<file path="config.mk">
export PLATFORM = sky130hd
export DESIGN_NAME = buck_mode_and_supervisor_control
export DESIGN_NICKNAME = d
export VERILOG_FILES = /design/src/shared/buck_ctrl_pkg.sv /design/src/shared/phase_clk_if.sv /design/src/logic/phase_clock.sv /design/src/logic/buck_mode_and_supervisor_control.sv
export SDC_FILE = /design/constraint.sdc
export NUM_CORES = 1
export LEC_CHECK = 0
export BUFFER_PORTS_ARGS = -buffer_cell sky130_fd_sc_hd__buf_2
export CAP_MARGIN = 20
export CORE_AREA = 2 2 128 143
export DETAILED_ROUTE_END_ITERATION = 7
export DIE_AREA = 0 0 130 145
export PLACE_DENSITY = 0.64
export SETUP_SLACK_MARGIN = 0.02
export SLEW_MARGIN = 10
export SYNTH_ARGS = -nofsm -noshare
export SYNTH_HDL_FRONTEND = slang
export SYNTH_HIERARCHICAL = 1
export SYNTH_SLANG_ARGS = --single-unit
</file>
<file path="constraint.sdc">
create_clock -name i_sys_clk -period 4.7 [get_ports i_sys_clk]
set_input_delay 0.47 -clock i_sys_clk [delete_from_list [all_inputs] [get_ports i_sys_clk]]
set_output_delay 0.47 -clock i_sys_clk [all_outputs]
set_load 0.02 [all_outputs]
</file>
<file path="src/shared/buck_ctrl_pkg.sv">
// Constants, timing counts and state types for the buck mode and supervisor control
`default_nettype none
package buck_ctrl_pkg;
  // ----------------------------------------------------------------
  // Converter set
  // ----------------------------------------------------------------
  localparam int BUCK_COUNT = 3;
  localparam int BUCK_C = 2;

  // ----------------------------------------------------------------
  // Mode select register
  // ----------------------------------------------------------------
  localparam logic [7:0] MODE_SELECT_ADDR = 8'h47;
  localparam logic [7:0] MODE_SELECT_RESET = 8'h00;
  localparam logic [7:0] MODE_SELECT_MASK = 8'h77;
  localparam logic [7:0] READ_IDLE = 8'h00;
  localparam int FORCE_PWM_LSB = 0;
  localparam int PIN_SEL_LSB = 4;

  // ----------------------------------------------------------------
  // Timing
  // ----------------------------------------------------------------
  localparam int CLK_PERIOD_NS = 8;
  localparam int BURST_MAX_NS = 7000;
  localparam int BURST_MAX_CYC = BURST_MAX_NS / CLK_PERIOD_NS;
  localparam int BIAS_DELAY_NS = 170000;
  localparam int BIAS_DELAY_CYC = (BIAS_DELAY_NS + CLK_PERIOD_NS - 1) / CLK_PERIOD_NS;
  localparam int SOFT_START_NS = 250000;
  localparam int SOFT_START_CYC = (SOFT_START_NS + CLK_PERIOD_NS - 1) / CLK_PERIOD_NS;
  localparam int DEAD_TIME_NS = 16;
  localparam int DEAD_TIME_CYC = (DEAD_TIME_NS + CLK_PERIOD_NS - 1) / CLK_PERIOD_NS;
  localparam int PWM_PERIOD_CYC = 100;
  localparam int TIMER_W = 16;
  localparam int BURST_W = 10;
  localparam int DEAD_W = 4;

  // ----------------------------------------------------------------
  // State types
  // ----------------------------------------------------------------
  typedef enum logic [1:0] {
    ST_OFF = 2'b00,
    ST_BIAS = 2'b01,
    ST_SOFT = 2'b10,
    ST_RUN = 2'b11
  } seq_state_type;

  typedef enum logic [1:0] {
    SW_IDLE = 2'b00,
    SW_HIGH = 2'b01,
    SW_DEAD = 2'b10,
    SW_LOW = 2'b11
  } switch_state_type;
endpackage : buck_ctrl_pkg
`default_nettype wire

</file>
<file path="src/shared/phase_clk_if.sv">
// Cycle start strobes from the phase clock to the converter control
`default_nettype none
interface phase_clk_if #(
  parameter int N = 3
);
  logic [N-1:0] cycle_start;
  modport gen (output cycle_start);
  modport user (input cycle_start);
endinterface : phase_clk_if
`default_nettype wire

</file>
<file path="src/logic/phase_clock.sv">
// Staggered switching cycle strobes for the three converters
`default_nettype none
module phase_clock import buck_ctrl_pkg::*; #(
  parameter int PERIOD_CYC = PWM_PERIOD_CYC
) (
  input wire logic i_clk,   // System clock
  input wire logic i_rst_n, // Synchronised reset, active low
  phase_clk_if.gen ph       // Cycle start strobes
);
  localparam int CNT_W = $clog2(PERIOD_CYC);
  localparam int QUARTER_I = PERIOD_CYC / 4;
  localparam int HALF_I = PERIOD_CYC / 2;
  localparam logic [CNT_W-1:0] LAST = CNT_W'(PERIOD_CYC - 1);
  localparam logic [CNT_W-1:0] QUARTER = CNT_W'(QUARTER_I);
  localparam logic [CNT_W-1:0] HALF = CNT_W'(HALF_I);

  logic [CNT_W-1:0] phase_cnt_reg;

  // ----------------------------------------------------------------
  // Master period counter, converter a at phase zero
  // ----------------------------------------------------------------
  always_ff @(posedge i_clk or negedge i_rst_n) begin
    if (!i_rst_n) begin
      phase_cnt_reg <= '0;
    end else if (phase_cnt_reg == LAST) begin
      phase_cnt_reg <= '0;
    end else begin
      phase_cnt_reg <= phase_cnt_reg + 1'b1;
    end
  end

  always_ff @(posedge i_clk or negedge i_rst_n) begin
    if (!i_rst_n) begin
      ph.cycle_start <= '0;
    end else begin
      ph.cycle_start <= {phase_cnt_reg == HALF, phase_cnt_reg == QUARTER,
                         phase_cnt_reg == '0};
    end
  end
endmodule : phase_clock
`default_nettype wire

</file>
<file path="src/logic/buck_mode_and_supervisor_control.sv">
// Mode selection, PFM burst control, sequencing and supervision of three buck converters
`default_nettype none
module buck_mode_and_supervisor_control import buck_ctrl_pkg::*; #(
  parameter int BIAS_CYC = BIAS_DELAY_CYC,
  parameter int SOFT_CYC = SOFT_START_CYC,
  parameter int PERIOD_CYC = PWM_PERIOD_CYC,
  parameter logic [7:0] MODE_RESET = MODE_SELECT_RESET
) (
  input wire logic i_sys_clk,                   // System clock, 125 MHz
  input wire logic i_arst_n,                    // Asynchronous reset, active low
  input wire logic [7:0] i_reg_addr,            // Register address
  input wire logic i_reg_wr,                    // Register write strobe
  input wire logic i_reg_rd,                    // Register read strobe
  input wire logic [7:0] i_reg_wdata,           // Register write data
  output logic [7:0] o_reg_rdata,               // Register read data
  input wire logic i_mode_pin,                  // External mode pin
  input wire logic i_pin_polarity_invert,       // Mode pin polarity invert
  input wire logic [2:0] i_enable,              // Converter enable commands
  input wire logic i_normal_state,              // Device in normal state
  input wire logic i_supply_sequence_state,     // Device in supply sequence state
  input wire logic [2:0] i_ripple_near_zero,    // Ripple current near zero
  input wire logic [2:0] i_below_target,        // Output below PFM target
  input wire logic [2:0] i_below_pfm_limit,     // Output 3% under PFM target
  input wire logic [2:0] i_ramp_at_error,       // Ramp reached error level
  input wire logic [2:0] i_low_headroom,        // Input headroom too small
  input wire logic [2:0] i_below_pg_threshold,  // Output under 90% of setting
  input wire logic [2:0] i_vout_transition,     // Output moving between settings
  input wire logic i_battery_tracking,          // Converter c in battery tracking
  output logic [2:0] o_pwm_mode,                // Converter in PWM operation
  output logic [2:0] o_power_stage_en,          // Power stage may switch
  output logic [2:0] o_high_side_on,            // High side switch drive
  output logic [2:0] o_low_side_on,             // Low side switch drive
  output logic [2:0] o_soft_start,              // Soft start in progress
  output logic [2:0] o_output_ready,            // Converter regulating
  output logic [2:0] o_discharge_on,            // Output discharge switch
  output logic [2:0] o_power_not_good           // Output low flag
);
  localparam logic [TIMER_W-1:0] BIAS_LAST = TIMER_W'(BIAS_CYC - 1);
  localparam logic [TIMER_W-1:0] SOFT_LAST = TIMER_W'(SOFT_CYC - 1);
  localparam logic [BURST_W-1:0] BURST_LIMIT = BURST_W'(BURST_MAX_CYC);
  localparam logic [DEAD_W-1:0] DEAD_LAST = DEAD_W'(DEAD_TIME_CYC - 1);

  // ----------------------------------------------------------------
  // Reset release
  // ----------------------------------------------------------------
  logic rst_meta_reg;
  logic rst_n;

  always_ff @(posedge i_sys_clk or negedge i_arst_n) begin
    if (!i_arst_n) begin
      rst_meta_reg <= 1'b0;
      rst_n <= 1'b0;
    end else begin
      rst_meta_reg <= 1'b1;
      rst_n <= rst_meta_reg;
    end
  end

  // ----------------------------------------------------------------
  // Mode request decode
  // ----------------------------------------------------------------
  function automatic logic pwm_requested(input logic [7:0] sel, input int ch,
                                         input logic pin, input logic inv);
    if (sel[PIN_SEL_LSB + ch]) begin
      pwm_requested = pin ^ inv;
    end else begin
      pwm_requested = sel[FORCE_PWM_LSB + ch];
    end
  endfunction : pwm_requested

  logic [7:0] mode_select_reg;
  logic [2:0] forced_pwm;
  logic [2:0] switch_allowed;
  seq_state_type seq_state_reg [BUCK_COUNT];
  logic [TIMER_W-1:0] seq_timer_reg [BUCK_COUNT];
  switch_state_type sw_state_reg [BUCK_COUNT];
  logic [DEAD_W-1:0] dead_cnt_reg [BUCK_COUNT];
  logic [BURST_W-1:0] burst_cnt_reg [BUCK_COUNT];
  logic [2:0] pfm_reg;
  logic [2:0] burst_on_reg;
  logic discharge_allowed;

  phase_clk_if #(.N(BUCK_COUNT)) phase_bus ();
  phase_clock #(.PERIOD_CYC(PERIOD_CYC)) u_phase_clock (
    .i_clk(i_sys_clk),
    .i_rst_n(rst_n),
    .ph(phase_bus.gen)
  );

  always_comb begin
    forced_pwm = '0;
    switch_allowed = '0;
    for (int ch = 0; ch < BUCK_COUNT; ch++) begin
      forced_pwm[ch] = pwm_requested(mode_select_reg, ch, i_mode_pin, i_pin_polarity_invert);
      switch_allowed[ch] = (seq_state_reg[ch] == ST_SOFT || seq_state_reg[ch] == ST_RUN) &&
                           (!pfm_reg[ch] || burst_on_reg[ch]);
    end
  end

  assign discharge_allowed = i_normal_state | i_supply_sequence_state;

  // ----------------------------------------------------------------
  // Mode select register
  // ----------------------------------------------------------------
  always_ff @(posedge i_sys_clk or negedge rst_n) begin
    if (!rst_n) begin
      mode_select_reg <= MODE_RESET & MODE_SELECT_MASK;
    end else if (i_reg_wr && i_reg_addr == MODE_SELECT_ADDR) begin
      mode_select_reg <= i_reg_wdata & MODE_SELECT_MASK;
    end
  end

  always_ff @(posedge i_sys_clk or negedge rst_n) begin
    if (!rst_n) begin
      o_reg_rdata <= READ_IDLE;
    end else if (i_reg_rd) begin
      o_reg_rdata <= (i_reg_addr == MODE_SELECT_ADDR) ? mode_select_reg : READ_IDLE;
    end
  end

  // ----------------------------------------------------------------
  // Enable sequencing: bias delay, soft start, run
  // ----------------------------------------------------------------
  always_ff @(posedge i_sys_clk or negedge rst_n) begin
    if (!rst_n) begin
      for (int ch = 0; ch < BUCK_COUNT; ch++) begin
        seq_state_reg[ch] <= ST_OFF;
        seq_timer_reg[ch] <= '0;
      end
    end else begin
      for (int ch = 0; ch < BUCK_COUNT; ch++) begin
        case (seq_state_reg[ch])
          ST_OFF: begin
            seq_timer_reg[ch] <= '0;
            if (i_enable[ch]) begin
              seq_state_reg[ch] <= ST_BIAS;
            end
          end
          ST_BIAS: begin
            if (seq_timer_reg[ch] == BIAS_LAST) begin
              seq_state_reg[ch] <= ST_SOFT;
              seq_timer_reg[ch] <= '0;
            end else begin
              seq_timer_reg[ch] <= seq_timer_reg[ch] + 1'b1;
            end
          end
          ST_SOFT: begin
            if (seq_timer_reg[ch] == SOFT_LAST) begin
              seq_state_reg[ch] <= ST_RUN;
              seq_timer_reg[ch] <= '0;
            end else begin
              seq_timer_reg[ch] <= seq_timer_reg[ch] + 1'b1;
            end
          end
          ST_RUN: begin
            seq_timer_reg[ch] <= '0;
          end
          default: begin
            seq_state_reg[ch] <= ST_OFF;
          end
        endcase
        if (!i_enable[ch]) begin
          seq_state_reg[ch] <= ST_OFF;
        end
      end
    end
  end

  // ----------------------------------------------------------------
  // PWM / PFM mode and burst regulation
  // ----------------------------------------------------------------
  always_ff @(posedge i_sys_clk or negedge rst_n) begin
    if (!rst_n) begin
      pfm_reg <= '0;
    end else begin
      for (int ch = 0; ch < BUCK_COUNT; ch++) begin
        if (seq_state_reg[ch] != ST_RUN || forced_pwm[ch]) begin
          pfm_reg[ch] <= 1'b0;
        end else if (!pfm_reg[ch]) begin
          pfm_reg[ch] <= i_ripple_near_zero[ch];
        end else if (burst_cnt_reg[ch] >= BURST_LIMIT || i_below_pfm_limit[ch]) begin
          pfm_reg[ch] <= 1'b0;
        end
      end
    end
  end

  always_ff @(posedge i_sys_clk or negedge rst_n) begin
    if (!rst_n) begin
      burst_on_reg <= '0;
      for (int ch = 0; ch < BUCK_COUNT; ch++) begin
        burst_cnt_reg[ch] <= '0;
      end
    end else begin
      for (int ch = 0; ch < BUCK_COUNT; ch++) begin
        burst_on_reg[ch] <= pfm_reg[ch] && i_below_target[ch];
        if (!burst_on_reg[ch] || !pfm_reg[ch]) begin
          burst_cnt_reg[ch] <= '0;
        end else if (burst_cnt_reg[ch] < BURST_LIMIT) begin
          burst_cnt_reg[ch] <= burst_cnt_reg[ch] + 1'b1;
        end
      end
    end
  end

  // ----------------------------------------------------------------
  // Switch sequencing, dead time before low side turn-on and full duty
  // ----------------------------------------------------------------
  always_ff @(posedge i_sys_clk or negedge rst_n) begin
    if (!rst_n) begin
      for (int ch = 0; ch < BUCK_COUNT; ch++) begin
        sw_state_reg[ch] <= SW_IDLE;
        dead_cnt_reg[ch] <= '0;
      end
    end else begin
      for (int ch = 0; ch < BUCK_COUNT; ch++) begin
        if (!switch_allowed[ch]) begin
          sw_state_reg[ch] <= SW_IDLE;
        end else begin
          case (sw_state_reg[ch])
            SW_IDLE, SW_LOW: begin
              if (phase_bus.cycle_start[ch]) begin
                sw_state_reg[ch] <= SW_HIGH;
              end
            end
            SW_HIGH: begin
              if (i_ramp_at_error[ch] && !i_low_headroom[ch]) begin
                sw_state_reg[ch] <= SW_DEAD;
                dead_cnt_reg[ch] <= '0;
              end
            end
            SW_DEAD: begin
              if (dead_cnt_reg[ch] == DEAD_LAST) begin
                sw_state_reg[ch] <= SW_LOW;
              end else begin
                dead_cnt_reg[ch] <= dead_cnt_reg[ch] + 1'b1;
              end
            end
            default: begin
              sw_state_reg[ch] <= SW_IDLE;
            end
          endcase
        end
      end
    end
  end

  // ----------------------------------------------------------------
  // Registered outputs: drive, status, discharge, power good
  // ----------------------------------------------------------------
  always_ff @(posedge i_sys_clk or negedge rst_n) begin
    if (!rst_n) begin
      o_pwm_mode <= '0;
      o_power_stage_en <= '0;
      o_high_side_on <= '0;
      o_low_side_on <= '0;
      o_soft_start <= '0;
      o_output_ready <= '0;
    end else begin
      for (int ch = 0; ch < BUCK_COUNT; ch++) begin
        o_pwm_mode[ch] <= (seq_state_reg[ch] != ST_OFF) && !pfm_reg[ch];
        o_power_stage_en[ch] <= switch_allowed[ch];
        o_high_side_on[ch] <= sw_state_reg[ch] == SW_HIGH;
        o_low_side_on[ch] <= sw_state_reg[ch] == SW_LOW;
        o_soft_start[ch] <= seq_state_reg[ch] == ST_SOFT;
        o_output_ready[ch] <= seq_state_reg[ch] == ST_RUN;
      end
    end
  end

  always_ff @(posedge i_sys_clk or negedge rst_n) begin
    if (!rst_n) begin
      o_discharge_on <= '0;
    end else begin
      for (int ch = 0; ch < BUCK_COUNT; ch++) begin
        o_discharge_on[ch] <= (seq_state_reg[ch] == ST_OFF) && discharge_allowed;
      end
    end
  end

  always_ff @(posedge i_sys_clk or negedge rst_n) begin
    if (!rst_n) begin
      o_power_not_good <= '0;
    end else begin
      for (int ch = 0; ch < BUCK_COUNT; ch++) begin
        o_power_not_good[ch] <= (seq_state_reg[ch] == ST_RUN) && i_below_pg_threshold[ch] &&
                                !i_vout_transition[ch] &&
                                !(ch == BUCK_C && i_battery_tracking);
      end
    end
  end

  // ----------------------------------------------------------------
  // Checks per converter
  // ----------------------------------------------------------------
  for (genvar ch = 0; ch < BUCK_COUNT; ch++) begin : g_chk

  end
endmodule : buck_mode_and_supervisor_control
`default_nettype wire

</file>
# Yosys cells after proc, flatten, opt, wreduce, memory -nomap -nowiden
# Index checks and enable logic that the tools add are counted.
word_totals:
  register_bits: 158
  latch_bits: 0
  mem_bits_rw: 0
  rom_bits: 0
  in_bits: 49
  word_cells: 254
  mem_count: 0
classes:
  addsub: 10
  n_mul: 0
  n_div: 0
  order_cmp: 6
  n_eq_ne: 58
  shift: 0
  muxes: 65
  bitwise: 2
  n_reduce_logical: 82
ops:
  columns: ["op", "count"]
  rows:
  - ["$pmux 16 s3", 3]
  - ["$eq 16x15->1 const B", 6]
  - ["$mux 16", 6]
  - ["$mux 10", 6]
  - ["$add 16x1->16 const B", 3]
  - ["$mux 2", 21]
  - ["$pmux 2 s3", 6]
  - ["$ne 3x3->1 const B", 11]
  - ["$add 10x1->10 const B", 3]
  - ["$ge 10x10->1 const B", 3]
  - ["$lt 10x10->1 const B", 3]
  - ["$eq 2x2->1 const B", 12]
  - ["$mux 4", 6]
  - ["$pmux 4 s2", 3]
  - ["$logic_and 1x1->1", 23]
  - ["$ne 2x2->1 const B", 9]
  - ["$reduce_and 3->1", 6]
  - ["$reduce_bool 2->1", 9]
  - ["$logic_or 1x1->1", 15]
  - ["$mux 7", 2]
  - ["$logic_not 1->1", 13]
  - ["$add 4x1->4 const B", 3]
  - ["$eq 2x1->1 const B", 6]
  - ["$eq 4x1->1 const B", 3]
  - ["other kinds (14)", 42]

# Longest topological paths before layout
depth:
  word_depth: 5
  mapped_depth: 8
  ltp_nobuf: 7

# Hierarchy
# The synthesis kept the hierarchy.
modules_own_cells:
  columns: ["mod", "n_inst", "cells_per_inst", "area_per_inst_um2", "seq_area_each_um2"]
  rows:
  - ["buck_mode_and_supervisor_control", 1, 704, 7201.9, 3653.5]
  - ["phase_clock", 1, 46, 496.7, 250.2]

# Worst setup path before layout
# OpenSTA, ideal clock, no wires.
synth_timing:
  path_kind: "flip-flop to flip-flop"
  start: "reg burst_cnt_reg[10] (netlist name)"
  end: "reg burst_cnt_reg[15] (netlist name)"
  setup_time_ns: 0.128
  t_arrival_ns: 1.512
  t_required_ns: 4.572
  slack_ns: 3.059
  stages_incl_launch_ff: 7
  path_buffers: 0
  path_cell_list: "dfrtp_1 > ha_1 > o21ai_2 > a2111oi_4 > nor3_1 > xnor2_1 > nor2_1"
synth_between:
  elab_chain_cells: 3
  elab_cells_between_ends: 5
  classes_between: "add/sub: 1; order compare: 1; mux: 2; reduce/logical: 1"
synth_lines:
  columns: ["item", "line", "rtl"]
  rows:
  - ["start, declared", "buck_mode_and_supervisor_control.sv:78", "logic [BURST_W-1:0] burst_cnt_reg [BUCK_COUNT];"]
  - ["start signal, assigned by index", "buck_mode_and_supervisor_control.sv:200", "burst_cnt_reg[ch] <= burst_cnt_reg[ch] + 1'b1;"]
  - ["$add 10x1->10", "buck_mode_and_supervisor_control.sv:200", null]
  - ["$mux 10", "buck_mode_and_supervisor_control.sv:199", "end else if (burst_cnt_reg[ch] < BURST_LIMIT) begin"]
  - ["$mux 10", "buck_mode_and_supervisor_control.sv:197", "if (!burst_on_reg[ch] || !pfm_reg[ch]) begin"]
# Parallel ways exist; a longest one is shown, timed or not. The select of a mux whose other input is x is not followed.
# A chain may end at the register's enable or synchronous reset.

# Worst setup path after layout
layout_timing:
  start: "reg seq_timer_reg[34] (netlist name)"
  end: "reg seq_timer_reg[46] (netlist name)"
layout_between:
  elab_chain_cells: 3
  elab_cells_between_ends: 6
  classes_between: "add/sub: 1; eq/ne: 2; mux: 3"
layout_lines:
  columns: ["item", "line", "rtl"]
  rows:
  - ["start, declared", "buck_mode_and_supervisor_control.sv:75", "logic [TIMER_W-1:0] seq_timer_reg [BUCK_COUNT];"]
  - ["start signal, assigned by index", "buck_mode_and_supervisor_control.sv:144", "seq_timer_reg[ch] <= seq_timer_reg[ch] + 1'b1;"]
  - ["start signal, assigned by index", "buck_mode_and_supervisor_control.sv:152", "seq_timer_reg[ch] <= seq_timer_reg[ch] + 1'b1;"]
  - ["$add 16x1->16 (tied with other cells)", "buck_mode_and_supervisor_control.sv:144, buck_mode_and_supervisor_control.sv:152", null]
  - ["$mux 16, on equally long branches", "buck_mode_and_supervisor_control.sv:148, buck_mode_and_supervisor_control.sv:140", null]
  - ["$pmux 16 s3 *", "buck_mode_and_supervisor_control.sv:132", "case (seq_state_reg[ch])"]
# Every way passes the cells marked *; elsewhere a longest branch is shown, timed or not.

==> results_dict.tcl <==
set metrics [dict create \
    clock_latency_ps 430 \
    viasPerCell 4.90 \
    finalNetCount 929 \
    start_util_pct 44.2 \
    grt_start_max_net_pins 79 \
    rsz0062_at_grt "no" \
    cp_slowest_stage_delay_ps 490 \
    io_buffer_count 76 \
    dpl.hpwl_um 9560 \
    syn_avg_cell_area_um2 10.3 \
    dieArea_mm2 0.0189 \
    min_period_ps 1970 \
    overflow 0 \
    rows 51 \
    grt_pass1_vias 5258 \
    peakVddDrop_v 0.000279 \
    drc 0 \
    critPathRequiredTime_ps 4990 \
    critPathLaunchType "flip-flop" \
    timing_hold_violations_final 0 \
    status "finished clean" \
    finalCritPeriodShare_pct 41.8 \
    path_delay_family "simple AND/OR/NAND/NOR gates" \
    synth-edff-count 0 \
    clkSlewWorstSetupHoldPaths_ps 60 \
    largest_reg_flops 48 \
    async_flop_share_pct 100 \
    slowest_stage "o21a_1" \
    setup-violations-final 0 \
    antenna_found_initial 1 \
    syn_to_final_growth_pct 17.0 \
    ant_nets 0 \
    path_buf_inv 0 \
    cts.path.max_buffers 2 \
    cts_hold_buf 1 \
    core_area_mm2 0.0174 \
    syn_inst 750 \
    die_h_um 145 \
    timing.setup.tns_ps 0 \
    cp.depth 5 \
    synth_area_mm2 0.00770 \
    synth_flop_cell "dfrtp_1" \
    drtPass1Iterations 5 \
    fmaxAchievable_ghz 0.509 \
    dp.cells 1055 \
    end_kind "flip-flop" \
    tightestPinTransition_ps 662 \
    post_cts_buffers 0 \
    gp_congestion 0.778 \
    clock_skew_ps 7.31 \
    p_leak_nw 4.04 \
    slew_headroom_pct 55.9 \
    wl_per_cell_um 12.7 \
    io_pins 81 \
    tritoncts "built" \
    maxSlewViolCount 0 \
    yosysSeqAreaShare_pct 50.7 \
    drive_gt1_share_pct 15.7 \
    ys_types 58 \
    cts.repair.resized 0 \
    max-cap-violations 0 \
    r2r.worst_path.cells 5 \
    holdPathStages 2 \
    htreeDepth 4 \
    die_w_um 130 \
    critical_path_class "reg -> reg" \
    yosys_warnings 6 \
    root_buffer "clkbuf_16" \
    worstPathMaxFanout 16 \
    first_iter_violations 256 \
    routed_wirelength_um 13800 \
    path_cells "nor4_1 > nand4_1 > nand2_1 > o21a_1 > nor2_1" \
    grt_pass1_wl_um 23900 \
    instances_no_fill 1090 \
    cts_sinks 156 \
    dr_total_vias 5341 \
    numCtsBuffers 17 \
    grt_usage_pct 15.6 \
    arrival_ps 2260 \
    pwr_density_cell_mw_per_mm2 398 \
    hold_class "in -> reg" \
    ys_ff_latch 156 \
]
## worst reg2reg max path, delay by kind of cell (launching register included)
family	cells	cell delay, ps
AO/OA/AOI/OAI	1	490
flip-flops	1	430
AND/OR/NAND/NOR	4	920
## final cells by class
class / count / area, um^2
Sequential cell: 156 / 3910
Clock inverter: 13 / 190
Antenna cell: 1 / 2.50
Multi-Input combinational cell: 536 / 3550
Inverter: 48 / 180
Fill cell: 1586 / 8410
Timing Repair Buffer: 79 / 438
Clock buffer: 19 / 443
Tap cell: 238 / 298
## where the power goes
part / total [W] / internal, W / switching [W]
Sequential: 0.00153 / 0.00145 / 0.0000833
Clock: 0.00147 / 0.000906 / 0.000563
Combinational: 0.000587 / 0.000209 / 0.000378
Total: 0.00359 / 0.00256 / 0.00102
## cell usage after synthesis, drive strengths merged (6+ instances only)
cell	number	area, um^2
nor2	118	443
inv	48	180
nand3	36	193
nand2b	9	56.3
nor2b	7	43.8
o21ai	23	130
nor3	14	70.1
nand4	15	93.8
ha	42	526
xnor2	32	280
buf	8	58.8
nor4	8	56.3
nor3b	9	67.6
dfrtp	156	3900
xor2	36	315
and2	10	62.6
and3	13	81.3
mux2	6	67.6
nand2	63	236
a21oi	14	70.1
mux2i	18	180
## cells by family after synthesis
kind of cell | share of synthesized area [%]
AO/OA/AOI/OAI | 7.30
XOR/XNOR | 7.74
flip-flops | 50.7
AND/OR/NAND/NOR | 20.9
adder cells (fa/ha/maj) | 6.83
multiplexers | 3.22
other | 0.0975
buffers and inverters | 3.25
## final timing paths
path,slack [ps],endpoint,startpoint
min in group asynchronous,240,seq_timer_reg[47]$_DFF_PN0_,rst_n$_DFF_PN0_
max in group asynchronous,3720,burst_cnt_reg[9]$_DFFE_PN0P_,rst_n$_DFF_PN0_
setup / recovery,2730,seq_timer_reg[46]$_DFF_PN0_,seq_timer_reg[34]$_DFF_PN0_
hold reg to reg,240,seq_timer_reg[47]$_DFF_PN0_,rst_n$_DFF_PN0_
setup reg to reg,2730,seq_timer_reg[46]$_DFF_PN0_,seq_timer_reg[34]$_DFF_PN0_
hold / removal,190,o_power_not_good[0]$_DFF_PN0_,i_vout_transition[0]
## per-layer routing
| metal | vias to the layer above | wire, um | track usage [%] |
|---|---|---|---|
| met3 | 16 | 394 | 3.95 |
| met2 | 55 | 6640 | 25.7 |
| met5 | - | 0 | 0 |
| li1 | 2709 | - | - |
| met4 | 0 | 197 | 5.16 |
| met1 | 2561 | 6620 | 20.1 |
## per-stage QoR
stage | worst slack [ps] | utilization (%) | total power [W] | cell area (um^2) | hold slack [ps]
floorplan | 31.5 | - | 0.00198 | 7700 | 174
global placement | 2780 | 47.8 | 0.00214 | 8330 | 256
detailed placement | 2760 | 47.8 | 0.00215 | 8330 | 258
CTS | 2710 | 51.5 | 0.00364 | 8980 | 167
global route | 2510 | 51.7 | 0.00378 | 9000 | 172
finish | 2730 | 51.7 | 0.00359 | 9010 | 186
## cells in the final DEF (no fill, tap or decap), types with 3 or more instances in the layout
master,instances
mux2_2,6
nand2b_1,9
xnor2_1,32
ha_1,42
nand4_1,15
nor2_1,118
nand2_1,63
o31a_1,3
xor2_1,36
conb_1,3
dfrtp_1,155
nor4bb_1,3
buf_2,76
nor3b_1,9
clkinvlp_4,4
a31oi_1,3
and4_1,4
clkbuf_16,17
or3_1,4
bufinv_16,4
o21ai_2,4
and2_1,10
o21ai_0,18
nand3_1,35
nor3_1,14
and3_1,13
inv_1,48
a2111oi_4,3
a21oi_1,14
a21o_1,3
mux2i_1,18
nor2b_1,7
nor4_1,7
o2bb2ai_1,4
Power figures use the tool's default switching activity.
